--- config.mk ---
export PLATFORM = sky130hd
export DESIGN_NAME = ssi_ctrl
export DESIGN_NICKNAME = d
export VERILOG_FILES = /design/src/inc/ssi_pkg.sv /design/src/verilog/ssi_contact.sv /design/src/verilog/ssi_ctrl.sv
export SDC_FILE = /design/constraint.sdc
export NUM_CORES = 1
export LEC_CHECK = 0
export ABC_AREA = 1
export BUFFER_PORTS_ARGS = -buffer_cell sky130_fd_sc_hd__buf_2
export CORE_ASPECT_RATIO = 2
export CORE_MARGIN = 5
export CORE_UTILIZATION = 45
export DETAILED_ROUTE_END_ITERATION = 10
export HOLD_SLACK_MARGIN = 0.03
export PLACE_DENSITY = 0.66
export SLEW_MARGIN = 0
export SYNTH_ARGS = -nofsm -noshare
export SYNTH_HDL_FRONTEND = slang
export SYNTH_HIERARCHICAL = 1
export SYNTH_SLANG_ARGS = --single-unit
--- constraint.sdc ---
create_clock -name ref_clk_in -period 2 [get_ports ref_clk_in]
set_clock_uncertainty 0.05 [all_clocks]
set_input_delay 0.1 -clock ref_clk_in [delete_from_list [all_inputs] [get_ports ref_clk_in]]
set_output_delay 0.1 -clock ref_clk_in [all_outputs]
set_load 0.05 [all_outputs]
--- src/inc/ssi_pkg.sv ---
// ----------------------------------------------------------------
// Shared constants for the rear start/stop interlock controller
// ----------------------------------------------------------------
package ssi_pkg;

    // ------------------------------------------------------------
    // Timing
    // ------------------------------------------------------------
    localparam int unsigned CLK_PERIOD_NS = 8;
    localparam int unsigned TICK_PERIOD_NS = 1_000_000;
    // Cycles per millisecond tick, 125000 at 125 MHz
    localparam int unsigned TICK_CYCLES = TICK_PERIOD_NS / CLK_PERIOD_NS;
    localparam int unsigned TICK_CNT_W = 17;
    // Least closure time on the start and stop contacts
    localparam int unsigned CLOSE_MIN_MS = 1;
    // Two tick samples in a row guarantee a full millisecond of closure
    localparam logic [1:0] CLOSE_HOLD_TICKS = 2'(CLOSE_MIN_MS + 1);

    // ------------------------------------------------------------
    // Register map (byte addresses)
    // ------------------------------------------------------------
    localparam int unsigned ADDR_W = 12;
    localparam logic [11:0] ADDR_CTRL = 12'h000;
    localparam logic [11:0] ADDR_CMD = 12'h004;
    localparam logic [11:0] ADDR_TEST_MS = 12'h008;
    localparam logic [11:0] ADDR_STATUS = 12'h00C;

    // Control register fields
    localparam int unsigned CTRL_SRC_REAR_BIT = 0;
    localparam int unsigned CTRL_ILK_EN_BIT = 1;
    localparam logic [1:0] CTRL_RESET = 2'h0;

    // Command register fields (write-only, self clearing)
    localparam int unsigned CMD_ARM_BIT = 0;
    localparam int unsigned CMD_START_BIT = 1;
    localparam int unsigned CMD_STOP_BIT = 2;
    localparam int unsigned CMD_FAIL_BIT = 3;

    // Test duration in milliseconds
    localparam int unsigned TEST_MS_W = 16;
    localparam logic [15:0] TEST_MS_RESET = 16'h03E8;

    // Status register fields
    localparam int unsigned STAT_STATE_LSB = 0;
    localparam int unsigned STAT_LOOP_BIT = 3;
    localparam int unsigned STAT_START_BIT = 4;
    localparam int unsigned STAT_STOP_BIT = 5;
    localparam int unsigned STAT_FPSTOP_BIT = 6;
    localparam int unsigned STAT_REFUSED_BIT = 7;

    // Status line positions
    localparam int unsigned OUT_READY = 0;
    localparam int unsigned OUT_RUN = 1;
    localparam int unsigned OUT_PASS = 2;
    localparam int unsigned OUT_FAIL = 3;
    localparam int unsigned OUT_ABORT = 4;
    localparam int unsigned OUT_W = 5;

    // Test sequencer states
    typedef enum logic [2:0] {
        ST_IDLE,
        ST_READY,
        ST_RUN,
        ST_PASS,
        ST_FAIL,
        ST_ABORT
    } ssi_state_t;

endpackage

--- src/verilog/ssi_contact.sv ---
// ----------------------------------------------------------------
// Contact closure qualifier: sync, glitch reject, tick hold
// ----------------------------------------------------------------
module ssi_contact (
    // Clock and reset
    input wire logic ref_clk_in,
    input wire logic sys_rst_in,
    // Millisecond tick from the owner
    input wire logic tick_in,
    // Contact pin, low when closed to its return
    input wire logic pin_n_in,
    // Qualified closure level and its rising pulse
    output logic closed_out,
    output logic press_out
);

    logic s1_reg;
    logic s2_reg;
    logic s3_reg;
    logic open_reg;
    logic [1:0] hold_reg;
    logic closed_reg;

    // Three stage synchroniser; first stage feeds only the second
    always_ff @(posedge ref_clk_in) begin
        if (sys_rst_in) begin
            s1_reg <= 1'b1;
            s2_reg <= 1'b1;
            s3_reg <= 1'b1;
        end else begin
            s1_reg <= pin_n_in;
            s2_reg <= s1_reg;
            s3_reg <= s2_reg;
        end
    end

    // A change counts only once stages two and three agree
    always_ff @(posedge ref_clk_in) begin
        if (sys_rst_in) begin
            open_reg <= 1'b1;
        end else if (s2_reg == s3_reg) begin
            open_reg <= s2_reg;
        end
    end

    // Count tick samples of continuous closure; any opening restarts it
    always_ff @(posedge ref_clk_in) begin
        if (sys_rst_in) begin
            hold_reg <= 2'h0;
        end else if (open_reg) begin
            hold_reg <= 2'h0;
        end else if (tick_in && hold_reg != ssi_pkg::CLOSE_HOLD_TICKS) begin
            hold_reg <= hold_reg + 2'h1;
        end
    end

    // Closed only after the hold is reached, open at once on release
    always_ff @(posedge ref_clk_in) begin
        if (sys_rst_in) begin
            closed_reg <= 1'b0;
        end else begin
            closed_reg <= !open_reg && hold_reg == ssi_pkg::CLOSE_HOLD_TICKS;
        end
    end

    assign closed_out = closed_reg;
    // Pulse on the first cycle the closure is qualified
    assign press_out = !closed_reg && !open_reg && hold_reg == ssi_pkg::CLOSE_HOLD_TICKS;

endmodule

--- src/verilog/ssi_ctrl.sv ---
// Overview of operation
// - Interlock on: start only with loop shorted
// - Rear start and stop act only when rear selected
// - Stop closure of 1ms arms ready state
// - Start closure of 1ms begins test
// - Stop closure during test stops it
// - Front panel stop always stops test
// - Interlock off: loop state ignored
// - Drive status lines for outside party
module ssi_ctrl #(
    parameter int unsigned TICK_CYCLES = ssi_pkg::TICK_CYCLES
) (
    // Clock and reset
    input wire logic ref_clk_in,
    input wire logic sys_rst_in,
    // APB slave
    input wire logic [11:0] paddr_in,
    input wire logic psel_in,
    input wire logic penable_in,
    input wire logic pwrite_in,
    input wire logic [31:0] pwdata_in,
    output logic [31:0] prdata_out,
    output logic pready_out,
    output logic pslverr_out,
    // Rear port contacts, low when closed to input_return
    input wire logic start_pin_n_in,
    input wire logic stop_pin_n_in,
    input wire logic safety_loop_b_n_in,
    // Front panel stop key, low while pressed
    input wire logic fp_stop_n_in,
    // Rear port drives
    output logic safety_loop_a_out,
    output logic [4:0] status_lines_out
);

    // ------------------------------------------------------------
    // Declarations
    // ------------------------------------------------------------
    logic [ssi_pkg::TICK_CNT_W-1:0] tick_cnt_reg;
    logic tick_reg;
    logic start_closed;
    logic start_press;
    logic stop_closed;
    logic stop_press;
    logic loop_closed;
    logic fp_closed;
    logic fp_press;
    logic [1:0] ctrl_reg;
    logic [15:0] test_ms_reg;
    logic [15:0] run_ms_reg;
    logic cmd_arm_reg;
    logic cmd_start_reg;
    logic cmd_stop_reg;
    logic cmd_fail_reg;
    logic refused_reg;
    logic [31:0] prdata_reg;
    logic pready_reg;
    logic pslverr_reg;
    logic loop_a_reg;
    logic [4:0] lines_reg;
    logic [4:0] lines_next;
    ssi_pkg::ssi_state_t state_reg;
    ssi_pkg::ssi_state_t state_next;
    logic src_rear;
    logic ilk_en;
    logic ilk_ok;
    logic arm_req;
    logic start_req;
    logic stop_req;
    logic ilk_trip;
    logic refuse_evt;
    logic setup_ph;
    logic wr_acc;
    logic [31:0] rd_word;
    logic rd_hit;

    // ------------------------------------------------------------
    // Millisecond tick
    // ------------------------------------------------------------

    // Free running divider; one-cycle tick every millisecond
    always_ff @(posedge ref_clk_in) begin
        if (sys_rst_in) begin
            tick_cnt_reg <= '0;
            tick_reg <= 1'b0;
        end else if (tick_cnt_reg == ssi_pkg::TICK_CNT_W'(TICK_CYCLES - 1)) begin
            tick_cnt_reg <= '0;
            tick_reg <= 1'b1;
        end else begin
            tick_cnt_reg <= tick_cnt_reg + ssi_pkg::TICK_CNT_W'(1);
            tick_reg <= 1'b0;
        end
    end

    // ------------------------------------------------------------
    // Contact qualifiers
    // ------------------------------------------------------------

    ssi_contact u_start (
        .ref_clk_in(ref_clk_in),
        .sys_rst_in(sys_rst_in),
        .tick_in(tick_reg),
        .pin_n_in(start_pin_n_in),
        .closed_out(start_closed),
        .press_out(start_press)
    );

    ssi_contact u_stop (
        .ref_clk_in(ref_clk_in),
        .sys_rst_in(sys_rst_in),
        .tick_in(tick_reg),
        .pin_n_in(stop_pin_n_in),
        .closed_out(stop_closed),
        .press_out(stop_press)
    );

    // Loop read back: loop_a is held low, so a short pulls loop_b low
    ssi_contact u_loop (
        .ref_clk_in(ref_clk_in),
        .sys_rst_in(sys_rst_in),
        .tick_in(tick_reg),
        .pin_n_in(safety_loop_b_n_in),
        .closed_out(loop_closed),
        .press_out()
    );

    ssi_contact u_fpstop (
        .ref_clk_in(ref_clk_in),
        .sys_rst_in(sys_rst_in),
        .tick_in(tick_reg),
        .pin_n_in(fp_stop_n_in),
        .closed_out(fp_closed),
        .press_out(fp_press)
    );

    // ------------------------------------------------------------
    // Request decode
    // ------------------------------------------------------------

    // Source select gates the rear contacts and the arm, start and stop commands apart
    assign src_rear = ctrl_reg[ssi_pkg::CTRL_SRC_REAR_BIT];
    assign ilk_en = ctrl_reg[ssi_pkg::CTRL_ILK_EN_BIT];
    // With the interlock off the loop is not consulted at all
    assign ilk_ok = !ilk_en || loop_closed;
    assign arm_req = src_rear ? stop_press : cmd_arm_reg;
    assign start_req = src_rear ? start_press : cmd_start_reg;
    // Front key is honoured whatever the source
    assign stop_req = (src_rear ? stop_press : cmd_stop_reg) || fp_press;
    // Relies on the fixture holding the loop shut for the whole test
    assign ilk_trip = ilk_en && !loop_closed;
    assign refuse_evt = state_reg == ssi_pkg::ST_READY && start_req && !ilk_ok;

    // ------------------------------------------------------------
    // Test sequencer
    // ------------------------------------------------------------

    // Front key outranks a start, and any stop outranks a fail or a finish, seen in the same cycle
    always_comb begin
        state_next = state_reg;
        case (state_reg)
            ssi_pkg::ST_READY: begin
                if (fp_press) begin
                    state_next = ssi_pkg::ST_IDLE;
                end else if (start_req && ilk_ok) begin
                    state_next = ssi_pkg::ST_RUN;
                end
            end
            ssi_pkg::ST_RUN: begin
                if (stop_req) begin
                    state_next = ssi_pkg::ST_ABORT;
                end else if (ilk_trip) begin
                    state_next = ssi_pkg::ST_ABORT;
                end else if (cmd_fail_reg) begin
                    state_next = ssi_pkg::ST_FAIL;
                end else if (run_ms_reg >= test_ms_reg) begin
                    state_next = ssi_pkg::ST_PASS;
                end
            end
            ssi_pkg::ST_IDLE,
            ssi_pkg::ST_PASS,
            ssi_pkg::ST_FAIL,
            ssi_pkg::ST_ABORT: begin
                if (arm_req) begin
                    state_next = ssi_pkg::ST_READY;
                end
            end
            default: begin
                state_next = ssi_pkg::ST_IDLE;
            end
        endcase
    end

    always_ff @(posedge ref_clk_in) begin
        if (sys_rst_in) begin
            state_reg <= ssi_pkg::ST_IDLE;
        end else begin
            state_reg <= state_next;
        end
    end

    // Elapsed test time in ms; cleared on entry, saturates at the top
    always_ff @(posedge ref_clk_in) begin
        if (sys_rst_in) begin
            run_ms_reg <= 16'h0000;
        end else if (state_reg != ssi_pkg::ST_RUN) begin
            run_ms_reg <= 16'h0000;
        end else if (tick_reg && run_ms_reg != 16'hFFFF) begin
            run_ms_reg <= run_ms_reg + 16'h0001;
        end
    end

    // Sticky record of a start refused by an open loop; set beats clear
    always_ff @(posedge ref_clk_in) begin
        if (sys_rst_in) begin
            refused_reg <= 1'b0;
        end else if (refuse_evt) begin
            refused_reg <= 1'b1;
        end else if (wr_acc && paddr_in == ssi_pkg::ADDR_STATUS
                     && pwdata_in[ssi_pkg::STAT_REFUSED_BIT]) begin
            refused_reg <= 1'b0;
        end
    end

    // ------------------------------------------------------------
    // Rear port outputs
    // ------------------------------------------------------------

    // One line per outcome so a fixture needs no decoding
    always_comb begin
        lines_next = 5'h00;
        lines_next[ssi_pkg::OUT_READY] = state_reg == ssi_pkg::ST_READY;
        lines_next[ssi_pkg::OUT_RUN] = state_reg == ssi_pkg::ST_RUN;
        lines_next[ssi_pkg::OUT_PASS] = state_reg == ssi_pkg::ST_PASS;
        lines_next[ssi_pkg::OUT_FAIL] = state_reg == ssi_pkg::ST_FAIL;
        lines_next[ssi_pkg::OUT_ABORT] = state_reg == ssi_pkg::ST_ABORT;
    end

    // Registered so the pins never glitch on state decode
    always_ff @(posedge ref_clk_in) begin
        if (sys_rst_in) begin
            lines_reg <= 5'h00;
            loop_a_reg <= 1'b1;
        end else begin
            lines_reg <= lines_next;
            loop_a_reg <= 1'b0;
        end
    end

    assign status_lines_out = lines_reg;
    assign safety_loop_a_out = loop_a_reg;

    // ------------------------------------------------------------
    // APB slave
    // ------------------------------------------------------------

    assign setup_ph = psel_in && !penable_in;
    assign wr_acc = psel_in && penable_in && pready_reg && pwrite_in && !pslverr_reg;

    // Read mux; the command register reads back as zero
    always_comb begin
        rd_word = 32'h0000_0000;
        rd_hit = 1'b1;
        case (paddr_in)
            ssi_pkg::ADDR_CTRL: begin
                rd_word[1:0] = ctrl_reg;
            end
            ssi_pkg::ADDR_CMD: begin
                rd_word = 32'h0000_0000;
            end
            ssi_pkg::ADDR_TEST_MS: begin
                rd_word[15:0] = test_ms_reg;
            end
            ssi_pkg::ADDR_STATUS: begin
                rd_word[ssi_pkg::STAT_STATE_LSB +: 3] = state_reg;
                rd_word[ssi_pkg::STAT_LOOP_BIT] = loop_closed;
                rd_word[ssi_pkg::STAT_START_BIT] = start_closed;
                rd_word[ssi_pkg::STAT_STOP_BIT] = stop_closed;
                rd_word[ssi_pkg::STAT_FPSTOP_BIT] = fp_closed;
                rd_word[ssi_pkg::STAT_REFUSED_BIT] = refused_reg;
            end
            default: begin
                rd_hit = 1'b0;
            end
        endcase
    end

    // Answer is decided in setup so the access phase ends in one cycle
    always_ff @(posedge ref_clk_in) begin
        if (sys_rst_in) begin
            pready_reg <= 1'b0;
            pslverr_reg <= 1'b0;
            prdata_reg <= 32'h0000_0000;
        end else if (setup_ph) begin
            pready_reg <= 1'b1;
            pslverr_reg <= !rd_hit;
            prdata_reg <= pwrite_in ? 32'h0000_0000 : rd_word;
        end else begin
            pready_reg <= 1'b0;
            pslverr_reg <= 1'b0;
            prdata_reg <= 32'h0000_0000;
        end
    end

    assign prdata_out = prdata_reg;
    assign pready_out = pready_reg;
    assign pslverr_out = pslverr_reg;

    // Configuration registers
    always_ff @(posedge ref_clk_in) begin
        if (sys_rst_in) begin
            ctrl_reg <= ssi_pkg::CTRL_RESET;
            test_ms_reg <= ssi_pkg::TEST_MS_RESET;
        end else if (wr_acc && paddr_in == ssi_pkg::ADDR_CTRL) begin
            ctrl_reg <= pwdata_in[1:0];
        end else if (wr_acc && paddr_in == ssi_pkg::ADDR_TEST_MS) begin
            test_ms_reg <= pwdata_in[15:0];
        end
    end

    // Command strobes live for one cycle; all but fail ignored while rear selected
    always_ff @(posedge ref_clk_in) begin
        if (sys_rst_in) begin
            cmd_arm_reg <= 1'b0;
            cmd_start_reg <= 1'b0;
            cmd_stop_reg <= 1'b0;
            cmd_fail_reg <= 1'b0;
        end else if (wr_acc && paddr_in == ssi_pkg::ADDR_CMD) begin
            cmd_arm_reg <= pwdata_in[ssi_pkg::CMD_ARM_BIT];
            cmd_start_reg <= pwdata_in[ssi_pkg::CMD_START_BIT];
            cmd_stop_reg <= pwdata_in[ssi_pkg::CMD_STOP_BIT];
            cmd_fail_reg <= pwdata_in[ssi_pkg::CMD_FAIL_BIT];
        end else begin
            cmd_arm_reg <= 1'b0;
            cmd_start_reg <= 1'b0;
            cmd_stop_reg <= 1'b0;
            cmd_fail_reg <= 1'b0;
        end
    end

endmodule

==> metrics.md <==
| Metric | Value |
|---|---|
| Hold EP | `test_ms_reg[10]$_SDFFE_PP0P_` |
| RSZ-0062 raised after global routing | `no` |
| Cell Area, Synth | `5101 µm²` |
| Flop2flop setup slack | `0.18 ns` |
| Fmax | `roughly 550 MHz` |
| Max-cap viol count | `0` |
| Root Driver | `clkbuf_16` |
| Worst-Skew Late Latency | `0.35 ns` |
| Drt pass-1 iters | `4` |
| Final slew viol count | `0` |
| M1 GR Usage | `0.1730` |
| VDD IR max | `0.5248 mV` |
| Drt drc | `0` |
| Worst path cell trace | `inv_1, ha_1, inv_2, nor3_1, nand2_1, nand2_1, nor3_4, nand2_1, nor2_1, nand2_1, nand2_1, nand2_1, nand2_1, nor2_1` |
| Worst r2r src | `u_stop/hold_reg[0]$_SDFFE_PP0P_` |
| HP Class | `input pin to register` |
| Cells on worst reg2reg path | `14` |
| Critical Path AT | `about 2.0 ns` |
| ANT nets after route | `0` |
| Routed vias | `4547` |
| Final min period | `1.822 ns` |
| CTS max path bufs | `2` |
| Initial antenna violation count | `0` |
| Synth warn | `6` |
| Top Usage Layer GRT | `met2` |
| Initial DRC count | `195` |
| Cell Pwr Density | `776.8 nW/µm²` |
| Max FFs per register | `17` |
| Vias in the first global route | `4573` |
| IO Port Bufs | `60` |
| P_leak | `roughly 2.7 nW` |
| Vias per cell | `4.910` |
| Initial Util | `0.4548` |
| Multi-input gate area | `2379 µm²` |
| Post-Route WL | `12230 µm` |
| Crit Path Class | `register to register` |
| Post-layout util | `0.5414` |
| GRT overflow | `0` |
| Final period util | `0.9111` |
| Die X | `85.29 µm` |
| Fill cells | `between 1k and 1.5k` |
| Share of layout cells above drive strength 1 | `0.1518` |
| Setup TNS | `0 ns` |
| Maximum fanout along the worst path | `6` |
| CTS tree | `yes` |
| Core ar. | `11220 µm²` |
| Final-report setup violation count | `0` |
| Wire per inst | `roughly 13 µm` |
| Post-Synthesis Cells | `687` |
| I/O Pins | `93` |
| Cell Rows | `55` |
| Most used cell, CP | `nand2_1` |
| Mapped Avg Cell Area | `7.425 µm²` |
| Nets | `855` |
| Hold path startpoint | `pwdata_in[10]` |
| Worst Hold Depth | `3` |
| Total track usage | `0.1857` |
| DP HPWL | `9633 µm` |
| Crit-path slowest cell | `dfxtp_1` |
| Critical Path Source Type | `register` |
| Area of the die | `around 14000 µm²` |
| H-tree levels | `3` |
| Largest net degree at the start of global routing | `25` |
| Reg2reg end | `state_reg[2]$_SDFFE_PP0P_` |
| Number of setup buffers added after CTS | `0` |
| Register area | `2242 µm²` |
| Clock Pin Slew Worst Setup and Hold Paths | `0.07 ns` |
| GP Congestion | `0.8946` |
| Max incr delay on CP | `around 0.36 ns` |
| Met3 Usage GRT | `0.02669` |
| Met2 GRT Util | `0.3676` |
| Power Total | `0.004718 W` |
| Die span in y | `160.6 µm` |
| P&R area growth vs syn | `19.06%` |
| Status | `finished, final reports clean` |
| CP Capture Type | `register` |
| Ant. Diodes | `0` |
| Final hold violation count | `0` |
| Worst EP required | `2.19 ns` |
| Clk sinks | `112` |
| First-pass GRT wire length | `about 20000 µm` |
| CTS buffer count | `9` |
## routing by layer
layer | vias to the layer above | part of all wire
li1 | 2342 | -
met1 | 2091 | 0.35
met2 | 80 | 0.57
met3 | 34 | 0.028
met4 | 0 | 0.047
met5 | - | 0
## metrics by stage
step	cell area, µm²	hold slack, ns	std cells	worst slack [ns]
2_1_floorplan	5157	0.07772	702	0.2962
3_3_place_gp	5547	0.2264	891	0.1985
3_5_place_dp	5547	0.2314	891	0.1388
4_1_cts	6067	0.03068	926	0.1202
5_1_grt	6073	0.05786	926	0.01552
6_report	6073	0.02343	926	0.1779
## critical path: cells and delay by family (launching register included)
kind,cells,cell delay (ns)
simple gates,11,0.96
buf+inv,2,0.15
flops,1,0.36
fa+ha+maj,1,0.20
## worst max path at each step
stage	depth (start not counted)	from	to	slack (ns)
final	14	u_stop/hold_reg[0]$_SDFFE_PP0P_	state_reg[2]$_SDFFE_PP0P_	0.18
after global routing	14	u_stop/hold_reg[0]$_SDFFE_PP0P_	state_reg[2]$_SDFFE_PP0P_	0.02
after CTS	14	u_stop/hold_reg[0]$_SDFFE_PP0P_	state_reg[2]$_SDFFE_PP0P_	0.12
after detailed placement	14	u_stop/hold_reg[0]$_SDFFE_PP0P_	state_reg[2]$_SDFFE_PP0P_	0.14
after global placement	14	u_stop/hold_reg[0]$_SDFFE_PP0P_	state_reg[2]$_SDFFE_PP0P_	0.20
after floorplan	6	pready_out$_SDFF_PP0_	test_ms_reg[0]$_SDFFE_PP0P_	0.30
## cell usage in the layout (no fill, tap or decap), types with 9 or more instances in the layout
cell type,instances
ha_1,22
nor2_2,10
nand3_1,46
nor3_1,22
o21ai_0,26
inv_1,92
conb_1,16
dfxtp_1,112
buf_4,11
nand2_1,145
buf_2,60
nor2_1,73
or2_1,12
clkbuf_16,9
a21oi_1,47
dlygate4sd3_1,20
## power by group
| group | switching [W] | internal [W] | leakage [nW] |
|---|---|---|---|
| registers | 0.0000329 | 0.00228 | 0.907 |
| clock network | 0.000773 | 0.00113 | 0.156 |
| logic | 0.000345 | 0.000157 | 1.65 |
## layout make-up
| cell class | instances | area share |
|---|---|---|
| repair buffers | 91 | 0.09600 |
| clock inverters | 4 | 0.01277 |
| clock buffers | 11 | 0.03997 |
| flip-flops and latches | 112 | 0.3692 |
| inverters | 99 | 0.06119 |
| well taps | 142 | 0.02925 |
| multi-input cells | 467 | 0.3916 |
## repair_timing
| item | 4_1_cts | 5_1_grt |
|---|---|---|
| endpoints found under the hold margin | 25 | 0 |
| gates resized for setup | 0 | 2 |
| setup endpoints to repair | 0 | 3 |
| hold buffers | 20 | 0 |
Power figures use the tool's default switching activity.
